<file path="config.mk">
export PLATFORM = sky130hd
export DESIGN_NAME = tsp_top
export DESIGN_NICKNAME = d
export VERILOG_FILES = /design/src/design/tsp_tile_xform.v /design/src/design/tsp_top.v
export VERILOG_INCLUDE_DIRS = /design/src /design/src/design
export SDC_FILE = /design/constraint.sdc
export NUM_CORES = 2
export LEC_CHECK = 0
export BUFFER_PORTS_ARGS = -buffer_cell sky130_fd_sc_hd__buf_2
export CORE_AREA = 4 4 483 485
export DETAILED_ROUTE_END_ITERATION = 10
export DIE_AREA = 0 0 487 489
export PLACE_DENSITY = 0.55
export SKIP_LAST_GASP = 1
export SLEW_MARGIN = 20
export SYNTH_ARGS = -nofsm -noshare
export SYNTH_HDL_FRONTEND = slang
export SYNTH_SLANG_ARGS = --single-unit
</file>
<file path="constraint.sdc">
create_clock -name CORE_CLK -period 188.9 [get_ports CORE_CLK]
set_clock_uncertainty 0.15 [all_clocks]
set_input_delay 37.78 -clock CORE_CLK [delete_from_list [all_inputs] [get_ports CORE_CLK]]
set_output_delay 37.78 -clock CORE_CLK [all_outputs]
set_load 0.03 [all_outputs]
</file>
<file path="src/design/tsp_defs.vh">
`ifndef TSP_DEFS_VH
`define TSP_DEFS_VH

// Register word indices on the Avalon address (byte address is four times these).
`define TSP_REG_FENCE_BASE 4'h0
`define TSP_REG_FENCE_CTRL 4'h1
`define TSP_REG_FENCE_END 4'h2
`define TSP_REG_SURF_BASE 4'h3
`define TSP_REG_SURF_PITCH 4'h4
`define TSP_REG_SURF_WIDTH 4'h5
`define TSP_REG_SURF_CTRL 4'h6
`define TSP_REG_CHECK 4'h7
`define TSP_REG_STATUS 4'h8
`define TSP_REG_MASK 4'h9

// Fence control fields.
`define TSP_FC_VALID 0
`define TSP_FC_WALK_LO 1
`define TSP_FC_TILES_LO 8

// Surface control fields.
`define TSP_SC_WALK_LO 0
`define TSP_SC_CLIENT_LO 2
`define TSP_SC_SHARED 4
`define TSP_SC_REMAP 5
`define TSP_SC_ASYNC 6
`define TSP_SC_WIDE 7

// Violation bits, shared by status, mask and check result.
`define TSP_V_ALIGN 0
`define TSP_V_PITCH 1
`define TSP_V_WIDTH 2
`define TSP_V_ORIENT 3
`define TSP_V_FORMAT 4

// Tile walk codes.
`define TSP_WALK_LINEAR 2'h0
`define TSP_WALK_X 2'h1
`define TSP_WALK_Y 2'h2

// Client codes.
`define TSP_CLI_DISPLAY 2'h0
`define TSP_CLI_BLIT 2'h1
`define TSP_CLI_SAMPLER 2'h2
`define TSP_CLI_RENDER 2'h3

// Geometry constants in bytes.
`define TSP_PAGE_BYTES 32'h0000_1000
`define TSP_TILE_X_BYTES 32'h0000_0200
`define TSP_TILE_Y_BYTES 32'h0000_0080
`define TSP_PITCH_MAX_PLAIN 32'h0004_0000
`define TSP_PITCH_MAX_REMAP 32'h0002_0000

// Reset values.
`define TSP_RST_WORD 32'h0000_0000
`define TSP_RST_MASK 5'h00

`endif

</file>
<file path="src/design/tsp_tile_xform.v">
`timescale 1ns/1ps
`include "tsp_defs.vh"

// Turns an X (byte column) and Y (row) pair into a byte offset for the given walk.
module tsp_tile_xform (
    input wire [1:0] walk, // Tile walk code.
    input wire [31:0] pitch, // Pitch in bytes.
    input wire [31:0] x, // Byte column within the surface.
    input wire [31:0] y, // Row within the surface.
    output reg [31:0] off // Resulting offset, base not added.
);
    reg [31:0] tile_idx;

    // X tiles are 512 bytes by 8 rows, Y tiles 128 bytes by 32 rows of 16-byte columns.
    always @* begin
        tile_idx = 32'h0;
        case (walk)
            `TSP_WALK_X: begin
                tile_idx = (y >> 3) * (pitch >> 9) + (x >> 9);
                off = {tile_idx[19:0], y[2:0], x[8:0]};
            end
            `TSP_WALK_Y: begin
                tile_idx = (y >> 5) * (pitch >> 7) + (x >> 7);
                off = {tile_idx[19:0], x[6:4], y[4:0], x[3:0]};
            end
            default: begin
                off = y * pitch + x;
            end
        endcase
    end
endmodule // tsp_tile_xform

</file>
<file path="src/design/tsp_top.v">
// Implementation choices: register access over Avalon-MM and the placing of the registers.
`timescale 1ns/1ps
`include "tsp_defs.vh"

// Contract
// - Client base untouched; only X/Y offset tiled.
// - Host fenced address tiled whole from fence base.
// - Tile row starts are fence base plus rows.
// - Display rejects Y; async flip needs X.
// - Blit takes linear or X only.
// - Sampler accepts linear, X and Y.
// - Fence tiling masked for internal clients.
module tsp_top #(
    parameter CRD_W = 16 // Width of the client X and Y coordinates.
) (
    input wire CORE_CLK, // Core clock, 25 MHz.
    input wire SYS_RST, // Synchronous reset, active high.
    input wire CLK_EN, // Freezes all state while low.
    input wire [3:0] AVS_ADDRESS, // Register word index.
    input wire AVS_READ, // Avalon read request.
    input wire AVS_WRITE, // Avalon write request.
    input wire [31:0] AVS_WRITEDATA, // Avalon write data.
    input wire [3:0] AVS_BYTEENABLE, // Avalon byte enables.
    output wire [31:0] AVS_READDATA, // Avalon read data.
    output wire AVS_WAITREQUEST, // Avalon wait request.
    output wire IRQ, // Level interrupt, unmasked violation pending.
    input wire XL_REQ, // Translate request strobe.
    input wire XL_HOST, // High for a host linear address, low for a client X/Y.
    input wire [31:0] XL_ADDR, // Host linear address.
    input wire [CRD_W-1:0] XL_X, // Client byte column.
    input wire [CRD_W-1:0] XL_Y, // Client row.
    output wire XL_VALID, // One-cycle pulse with the translated address.
    output wire [31:0] XL_OUT, // Translated address.
    output wire XL_TILED // Translated address went through tiling.
);
    reg [31:0] fence_base_q;
    reg [31:0] fence_end_q;
    reg fence_valid_q;
    reg [1:0] fence_walk_q;
    reg [10:0] fence_tiles_q;
    reg [31:0] surf_base_q;
    reg [18:0] surf_pitch_q;
    reg [18:0] surf_width_q;
    reg [7:0] surf_ctrl_q;
    reg [4:0] status_q;
    reg [4:0] status_d;
    reg [4:0] mask_q;
    reg ack_q;
    reg [31:0] rdata_q;
    reg xl_valid_q;
    reg [31:0] xl_out_q;
    reg xl_tiled_q;
    reg [31:0] rd_mux;
    reg [4:0] viol;

    // Merges write data into a register under the byte enables.
    function [31:0] be_merge;
        input [31:0] old;
        input [31:0] nw;
        input [3:0] be;
        integer i;
        begin
            be_merge = old;
            for (i = 0; i < 4; i = i + 1) begin
                if (be[i]) begin
                    be_merge[i*8 +: 8] = nw[i*8 +: 8];
                end
            end
        end
    endfunction

    // Tile width in bytes for a walk; a linear walk counts as one byte.
    function [31:0] tile_width;
        input [1:0] walk;
        begin
            case (walk)
                `TSP_WALK_X: tile_width = `TSP_TILE_X_BYTES;
                `TSP_WALK_Y: tile_width = `TSP_TILE_Y_BYTES;
                default: tile_width = 32'h1;
            endcase
        end
    endfunction

    // Guards a divisor against zero so an unprogrammed fence gives no unknowns.
    function [31:0] safe_div;
        input [31:0] d;
        begin
            safe_div = (d == 32'h0) ? 32'h1 : d;
        end
    endfunction

    // Avalon handshake: one wait cycle, then the access completes.
    wire req = AVS_READ | AVS_WRITE;
    wire done = req & ack_q & CLK_EN;
    wire wr_go = AVS_WRITE & done;
    assign AVS_WAITREQUEST = req & ~(ack_q & CLK_EN);
    assign AVS_READDATA = rdata_q;

    // Surface control fields.
    wire [1:0] surf_walk = surf_ctrl_q[`TSP_SC_WALK_LO +: 2];
    wire [1:0] client = surf_ctrl_q[`TSP_SC_CLIENT_LO +: 2];
    wire shared = surf_ctrl_q[`TSP_SC_SHARED];
    wire remap = surf_ctrl_q[`TSP_SC_REMAP];
    wire async_flip = surf_ctrl_q[`TSP_SC_ASYNC];
    wire wide_fmt = surf_ctrl_q[`TSP_SC_WIDE];

    // Fence geometry: pitch in bytes and the size of one tile row in memory.
    wire [31:0] fence_pitch_b = {21'h0, fence_tiles_q} * tile_width(fence_walk_q);
    wire [31:0] row_size = {9'h0, fence_tiles_q, 12'h0};
    wire [31:0] surf_pitch_b = {13'h0, surf_pitch_q};
    wire [31:0] surf_width_b = {13'h0, surf_width_q};
    // Merged pitch and width words; only the low 19 bits are stored.
    wire [31:0] pitch_wr = be_merge(surf_pitch_b, AVS_WRITEDATA, AVS_BYTEENABLE);
    wire [31:0] width_wr = be_merge(surf_width_b, AVS_WRITEDATA, AVS_BYTEENABLE);
    wire [31:0] tw_surf = tile_width(surf_walk);
    wire surf_tiled = (surf_walk != `TSP_WALK_LINEAR);

    // Where the surface base lands in the fence: row start check and column.
    wire [31:0] base_rel = surf_base_q - fence_base_q;
    wire [31:0] base_in_row = base_rel % safe_div(row_size);
    wire [31:0] base_col = (base_in_row >> 12) * tile_width(fence_walk_q);
    wire base_in_fence = fence_valid_q & (surf_base_q >= fence_base_q)
        & (surf_base_q < fence_end_q);
    wire is_row_start = base_in_fence & (base_in_row == 32'h0);
    wire [31:0] pitch_lim = (shared & remap) ? `TSP_PITCH_MAX_REMAP
        : `TSP_PITCH_MAX_PLAIN;
    wire fence_pitch_bad = (fence_tiles_q == 11'h0)
        | (fence_pitch_b > `TSP_PITCH_MAX_REMAP);

    // Placement checks; each feeds one violation bit.
    always @* begin
        viol = 5'h0;
        // Descriptor base of a tiled surface must sit on a page.
        viol[`TSP_V_ALIGN] = surf_tiled & (surf_base_q[11:0] != 12'h0);
        if (shared & ~remap) begin
            viol[`TSP_V_ALIGN] = viol[`TSP_V_ALIGN] | ~is_row_start;
        end
        // Pitch: tile multiple and ceiling, plus the fence pairing when shared.
        viol[`TSP_V_PITCH] = surf_tiled & (((surf_pitch_b & (tw_surf - 32'h1)) != 32'h0)
            | (surf_pitch_b > pitch_lim));
        if (shared) begin
            viol[`TSP_V_PITCH] = viol[`TSP_V_PITCH] | fence_pitch_bad
                | (~remap & (surf_pitch_b != fence_pitch_b));
        end
        // Width against the surface pitch, and against the fence pitch and the right fence edge for shared surfaces.
        viol[`TSP_V_WIDTH] = (surf_width_b > surf_pitch_b);
        if (shared) begin
            viol[`TSP_V_WIDTH] = viol[`TSP_V_WIDTH] | (surf_width_b > fence_pitch_b)
                | (base_col + surf_width_b > fence_pitch_b) | ~base_in_fence;
        end
        // Fence and surface must walk the same way.
        viol[`TSP_V_ORIENT] = shared & (~fence_valid_q
            | (fence_walk_q != surf_walk));
        // Per-client format support.
        case (client)
            `TSP_CLI_DISPLAY: viol[`TSP_V_FORMAT] = (surf_walk == `TSP_WALK_Y)
                | (async_flip & (surf_walk != `TSP_WALK_X));
            `TSP_CLI_BLIT: viol[`TSP_V_FORMAT] = (surf_walk == `TSP_WALK_Y);
            `TSP_CLI_SAMPLER: viol[`TSP_V_FORMAT] = 1'b0;
            `TSP_CLI_RENDER: viol[`TSP_V_FORMAT] = wide_fmt
                & (surf_walk == `TSP_WALK_Y);
            default: viol[`TSP_V_FORMAT] = 1'b0;
        endcase
        if (surf_walk == 2'h3) begin
            viol[`TSP_V_FORMAT] = 1'b1;
        end
    end

    // Host side: only a valid fence claims an address; the rest stays linear.
    wire host_in_fence = fence_valid_q & (XL_ADDR >= fence_base_q)
        & (XL_ADDR < fence_end_q) & (fence_walk_q != `TSP_WALK_LINEAR);
    wire [31:0] host_off = XL_ADDR - fence_base_q;
    wire [31:0] host_y = host_off / safe_div(fence_pitch_b);
    wire [31:0] host_x = host_off % safe_div(fence_pitch_b);

    // One transform serves both paths; clients never see the fence.
    wire use_fence = XL_HOST & host_in_fence;
    wire [1:0] xf_walk = use_fence ? fence_walk_q : surf_walk;
    wire [31:0] xf_pitch = use_fence ? fence_pitch_b : surf_pitch_b;
    wire [31:0] xf_x = use_fence ? host_x : {{(32-CRD_W){1'b0}}, XL_X};
    wire [31:0] xf_y = use_fence ? host_y : {{(32-CRD_W){1'b0}}, XL_Y};
    wire [31:0] xf_off;

    tsp_tile_xform u_xform (
        .walk(xf_walk),
        .pitch(xf_pitch),
        .x(xf_x),
        .y(xf_y),
        .off(xf_off)
    );

    assign XL_VALID = xl_valid_q;
    assign XL_OUT = xl_out_q;
    assign XL_TILED = xl_tiled_q;

    // Read multiplexer; unmapped words read as zero.
    always @* begin
        case (AVS_ADDRESS)
            `TSP_REG_FENCE_BASE: rd_mux = fence_base_q;
            `TSP_REG_FENCE_CTRL: rd_mux = {13'h0, fence_tiles_q, 5'h0,
                fence_walk_q, fence_valid_q};
            `TSP_REG_FENCE_END: rd_mux = fence_end_q;
            `TSP_REG_SURF_BASE: rd_mux = surf_base_q;
            `TSP_REG_SURF_PITCH: rd_mux = surf_pitch_b;
            `TSP_REG_SURF_WIDTH: rd_mux = surf_width_b;
            `TSP_REG_SURF_CTRL: rd_mux = {24'h0, surf_ctrl_q};
            `TSP_REG_CHECK: rd_mux = {27'h0, viol};
            `TSP_REG_STATUS: rd_mux = {27'h0, status_q};
            `TSP_REG_MASK: rd_mux = {27'h0, mask_q};
            default: rd_mux = 32'h0;
        endcase
    end

    // Sticky status: a check sets, a one written clears, and a set in the same
    // cycle as its clear wins so no violation is ever lost.
    wire chk_go = wr_go & (AVS_ADDRESS == `TSP_REG_CHECK) & AVS_BYTEENABLE[0]
        & AVS_WRITEDATA[0];
    wire [4:0] st_clr = (wr_go & (AVS_ADDRESS == `TSP_REG_STATUS)
        & AVS_BYTEENABLE[0]) ? AVS_WRITEDATA[4:0] : 5'h0;
    always @* begin
        status_d = (status_q & ~st_clr) | (chk_go ? viol : 5'h0);
    end
    assign IRQ = |(status_q & mask_q);

    // Register file and bus state; writes land at the edge that ends the wait.
    always @(posedge CORE_CLK) begin
        if (SYS_RST) begin
            fence_base_q <= `TSP_RST_WORD;
            fence_end_q <= `TSP_RST_WORD;
            fence_valid_q <= 1'b0;
            fence_walk_q <= `TSP_WALK_LINEAR;
            fence_tiles_q <= 11'h0;
            surf_base_q <= `TSP_RST_WORD;
            surf_pitch_q <= 19'h0;
            surf_width_q <= 19'h0;
            surf_ctrl_q <= 8'h0;
            status_q <= 5'h0;
            mask_q <= `TSP_RST_MASK;
            ack_q <= 1'b0;
            rdata_q <= `TSP_RST_WORD;
        end else if (CLK_EN) begin
            ack_q <= req & ~ack_q;
            if (req & ~ack_q) begin
                rdata_q <= rd_mux;
            end
            status_q <= status_d;
            if (wr_go) begin
                case (AVS_ADDRESS)
                    `TSP_REG_FENCE_BASE: begin
                        fence_base_q <= be_merge(fence_base_q, AVS_WRITEDATA,
                            AVS_BYTEENABLE) & 32'hffff_f000;
                    end
                    `TSP_REG_FENCE_CTRL: begin
                        if (AVS_BYTEENABLE[0]) begin
                            fence_valid_q <= AVS_WRITEDATA[`TSP_FC_VALID];
                            fence_walk_q <= AVS_WRITEDATA[`TSP_FC_WALK_LO +: 2];
                        end
                        if (AVS_BYTEENABLE[1] & AVS_BYTEENABLE[2]) begin
                            fence_tiles_q <= AVS_WRITEDATA[`TSP_FC_TILES_LO +: 11];
                        end
                    end
                    `TSP_REG_FENCE_END: begin
                        fence_end_q <= be_merge(fence_end_q, AVS_WRITEDATA,
                            AVS_BYTEENABLE) & 32'hffff_f000;
                    end
                    `TSP_REG_SURF_BASE: begin
                        surf_base_q <= be_merge(surf_base_q, AVS_WRITEDATA,
                            AVS_BYTEENABLE);
                    end
                    `TSP_REG_SURF_PITCH: begin
                        surf_pitch_q <= pitch_wr[18:0];
                    end
                    `TSP_REG_SURF_WIDTH: begin
                        surf_width_q <= width_wr[18:0];
                    end
                    `TSP_REG_SURF_CTRL: begin
                        if (AVS_BYTEENABLE[0]) begin
                            surf_ctrl_q <= AVS_WRITEDATA[7:0];
                        end
                    end
                    `TSP_REG_MASK: begin
                        if (AVS_BYTEENABLE[0]) begin
                            mask_q <= AVS_WRITEDATA[4:0];
                        end
                    end
                    default: begin
                    end
                endcase
            end
        end
    end

    // Translation result, one cycle after the request; the client base is added
    // as is, so it never passes through the tile transform.
    always @(posedge CORE_CLK) begin
        if (SYS_RST) begin
            xl_valid_q <= 1'b0;
            xl_out_q <= `TSP_RST_WORD;
            xl_tiled_q <= 1'b0;
        end else if (CLK_EN) begin
            xl_valid_q <= XL_REQ;
            if (XL_REQ) begin
                if (XL_HOST) begin
                    xl_out_q <= use_fence ? fence_base_q + xf_off : XL_ADDR;
                    xl_tiled_q <= use_fence;
                end else begin
                    xl_out_q <= surf_base_q + xf_off;
                    xl_tiled_q <= surf_tiled;
                end
            end
        end
    end
endmodule // tsp_top
</file>
==> flow_summary.yaml <==
status:
  status: "finished clean"
detailed_routing:
  drc_errors: 0
  firstDrtPassIters: 7
  dr_total_vias: 90855
  ant_nets: 0
  wirelength_um: 366000
  wl_per_cell_um: 24.1
  viasPerCell: 5.98
  first_iter_violations: 7401
place:
  place_hpwl_um: 307000
  postPlaceCellArea_sq_mm: 0.0958
  dp_cells: 15116
  port_buffers: 178
  place_congestion: 1.01
  preCtsSetupSlack_ns: 21.40
setup_path:
  crit_top_cell: "o21a_1"
  cp-start-kind: "input pin"
  reg2reg_to: "XL_OUT[31]"
  crit_fanout: 56
  critical_path_class: "input pin to register"
  r2r-start: "fence_walk_q[0]"
  worstPathRequired_ns: 189.23
  cp.arrival_ns: 169.03
  r2r_slack_ns: 51.96
  slowest_delay_ns: 0.84
  endpoint_kind: "register"
  r2r_cells: 656
  cpMaxStageDelayCell: "o2111ai_2"
synth:
  synth-edff-count: 0
  synth.top_cells.by_area: "ha_1 18%, fa_1 15%, inv_1 5.1%"
  synth.net_count: 14274
  synth.avg_cell_area_sq_um: 7.51
  ys_warn_count: 0
  yosysSeqAreaShare_pct: 4.59
  synth_seq_cells: 209
  yosys.area.top_type_share_pct: 18.1
  netlist_area_sq_mm: 0.0912
  yosysMostFrequentCell: "ha_1"
  synth_area_leader_cell: "ha_1"
  syn_inst: 12154
  synth-main-ff-cell: "dfxtp_1"
  async_flop_share_pct: 0
  synth_commonest_cells: "1,318 x ha_1, 1,239 x inv_1, 1,202 x nor2_1"
  ys_types: 161
timing:
  hold_violations: 0
  setup_slack_ns: 20.20
  tns_ns: 0
  rsz0062_at_grt: "no"
  tightest_slew_ns: 1.30
  slew_headroom_pct: 13.3
  finalCritPeriodShare_pct: 89.3
  min_period_ns: 168.70
  slew_violations: 0
  fmax_ghz: 0.00593
  setup_viol: 0
global_routing:
  grt_antenna_before_repair: 57
  grt_start_max_net_pins: 131
  overflow: 0
  grt_pass1_wl_um: 546000
  grt_pass1_vias: 87683
  grt_util_all_layers_pct: 29.6
clocking:
  cts_resized: 0
  clkLatencyLatePin_ns: 0.59
  clkSinkCount: 209
  root_buffer: "clkbuf_16"
  clkTransAtPathRegs_ns: 0.06
  cts_tree: "done"
  post_cts_buffers: 0
  clk_path_buf_depth: 3
  hold_buffers: 0
  tritoncts.num_buffers: 27
  h-tree-depth: 1
die:
  die-height_um: 489
  die_w_um: 487
  ioPinCount: 179
  dieArea_sq_mm: 0.238
  core_sq_mm: 0.229
  initial_utilization_pct: 39.8
  rows: 176
cells_and_area:
  drive_above_1_share_pct: 7.30
  ff_latch_area_sq_mm: 0.00418
  nets: 14240
  multi_input_area_sq_mm: 0.0810
  syn_to_final_growth_pct: 6.01
  fill_cells: 23700
  final_area_sq_mm: 0.0967
  instances_no_fill: 15189
min_path:
  min_from: "XL_OUT[15]"
  min_path_type: "register to register"
  min_to: "XL_OUT[15]"
  min_path_cells: 2
flow_run:
  maxCapViolations: 0
[worst max-delay path: cells and delay by family]
kind / cells / cell delay, ns
muxes: 12 / 4.03
buffers and inverters: 27 / 5.18
AOI/OAI and AO/OA: 427 / 82.67
and+or+nand+nor: 137 / 23.92
xor gates and xnor gates: 4 / 0.56
adders and majority gates: 43 / 14.60
[worst max path at each step]
stage                 from          to  slack, ns  cells past startpoint
4_1_cts        XL_ADDR[13]  XL_OUT[31]      21.50                    651
2_1_floorplan  XL_ADDR[13]  XL_OUT[31]      25.94                    692
5_1_grt        XL_ADDR[13]  XL_OUT[31]       9.49                    656
3_5_place_dp   XL_ADDR[13]  XL_OUT[31]      21.40                    650
6_report       XL_ADDR[13]  XL_OUT[31]      20.20                    650
3_3_place_gp   XL_ADDR[13]  XL_OUT[31]      24.67                    654
[stage by stage]
step / hold WS, ns / utilization [%]
after detailed placement: 0.300 / 41.8
after CTS: 0.308 / 42.2
after global routing: 0.330 / 42.2
after floorplan: 0.310 / -
after global placement: 0.295 / 41.8
final: 0.311 / 42.2
[cells in the final DEF (no fill, tap or decap), types with 72 or more instances in the layout]
master / count
a211oi_1: 75
a21o_1: 259
a21oi_1: 860
a22oi_1: 79
and2_1: 121
buf_2: 179
buf_4: 168
dfxtp_1: 209
fa_1: 690
ha_1: 1317
inv_1: 1235
mux2_2: 131
mux2i_1: 166
nand2_1: 1121
nand2b_1: 144
nand3_1: 144
nand4_1: 124
nor2_1: 1197
nor2b_1: 154
nor3_1: 516
nor4_1: 74
o21a_1: 407
o21ai_0: 469
o21ai_1: 72
o21bai_1: 131
o31ai_1: 242
or2_2: 113
or3_1: 87
xnor2_1: 451
xor2_1: 216
[layout make-up]
type | instances | share of cell area, %
Antenna cell | 24 | 0.0621
Clock buffer | 36 | 0.754
Clock inverter | 12 | 0.129
Timing Repair Buffer | 349 | 2.26
Inverter | 1247 | 4.84
Multi-Input combinational cell | 10286 | 83.7
Sequential cell | 209 | 4.33
Tap cell | 3026 | 3.91
[logic make-up (layout without fill, tap and decap cells)]
kind of cell	count (synthesis)	after routing	synth area share, %
simple gates	4094	4094	21.6
compound gates	3196	3196	23.5
fa+ha+maj	2011	2011	33.3
buf+inv	1659	1644	7.01
xor+xnor	677	677	6.52
mux	308	308	3.60
flops	209	209	4.59
other cells	0	24	0
[state kept, by name, summed over array words and instances, names as in the netlist]
| register | cells |
|---|---|
| surf_pitch_q | 19 |
| surf_width_q | 19 |
| fence_base_q | 20 |
| ack_q | 1 |
| fence_valid_q | 1 |
| fence_end_q | 20 |
| XL_VALID | 1 |
| mask_q | 5 |
| status_q | 5 |
| XL_TILED | 1 |
| surf_base_q | 32 |
| AVS_READDATA | 32 |
| XL_OUT | 32 |
| surf_ctrl_q | 8 |
| fence_walk_q | 2 |
| fence_tiles_q | 11 |
[layer usage]
layer / up-vias / global-route usage, % / part of all wire [%]
li1: 42778 / - / -
met3: 617 / 4.21 / 7.1
met4: 24 / 11.3 / 4.7
met2: 3225 / 47.0 / 44
met1: 44211 / 40.6 / 45
met5: - / 0 / 0.038
Power is left out: the tool's default activity adds up to more than one toggle a clock period on the data nets, which glitch-free logic cannot reach.
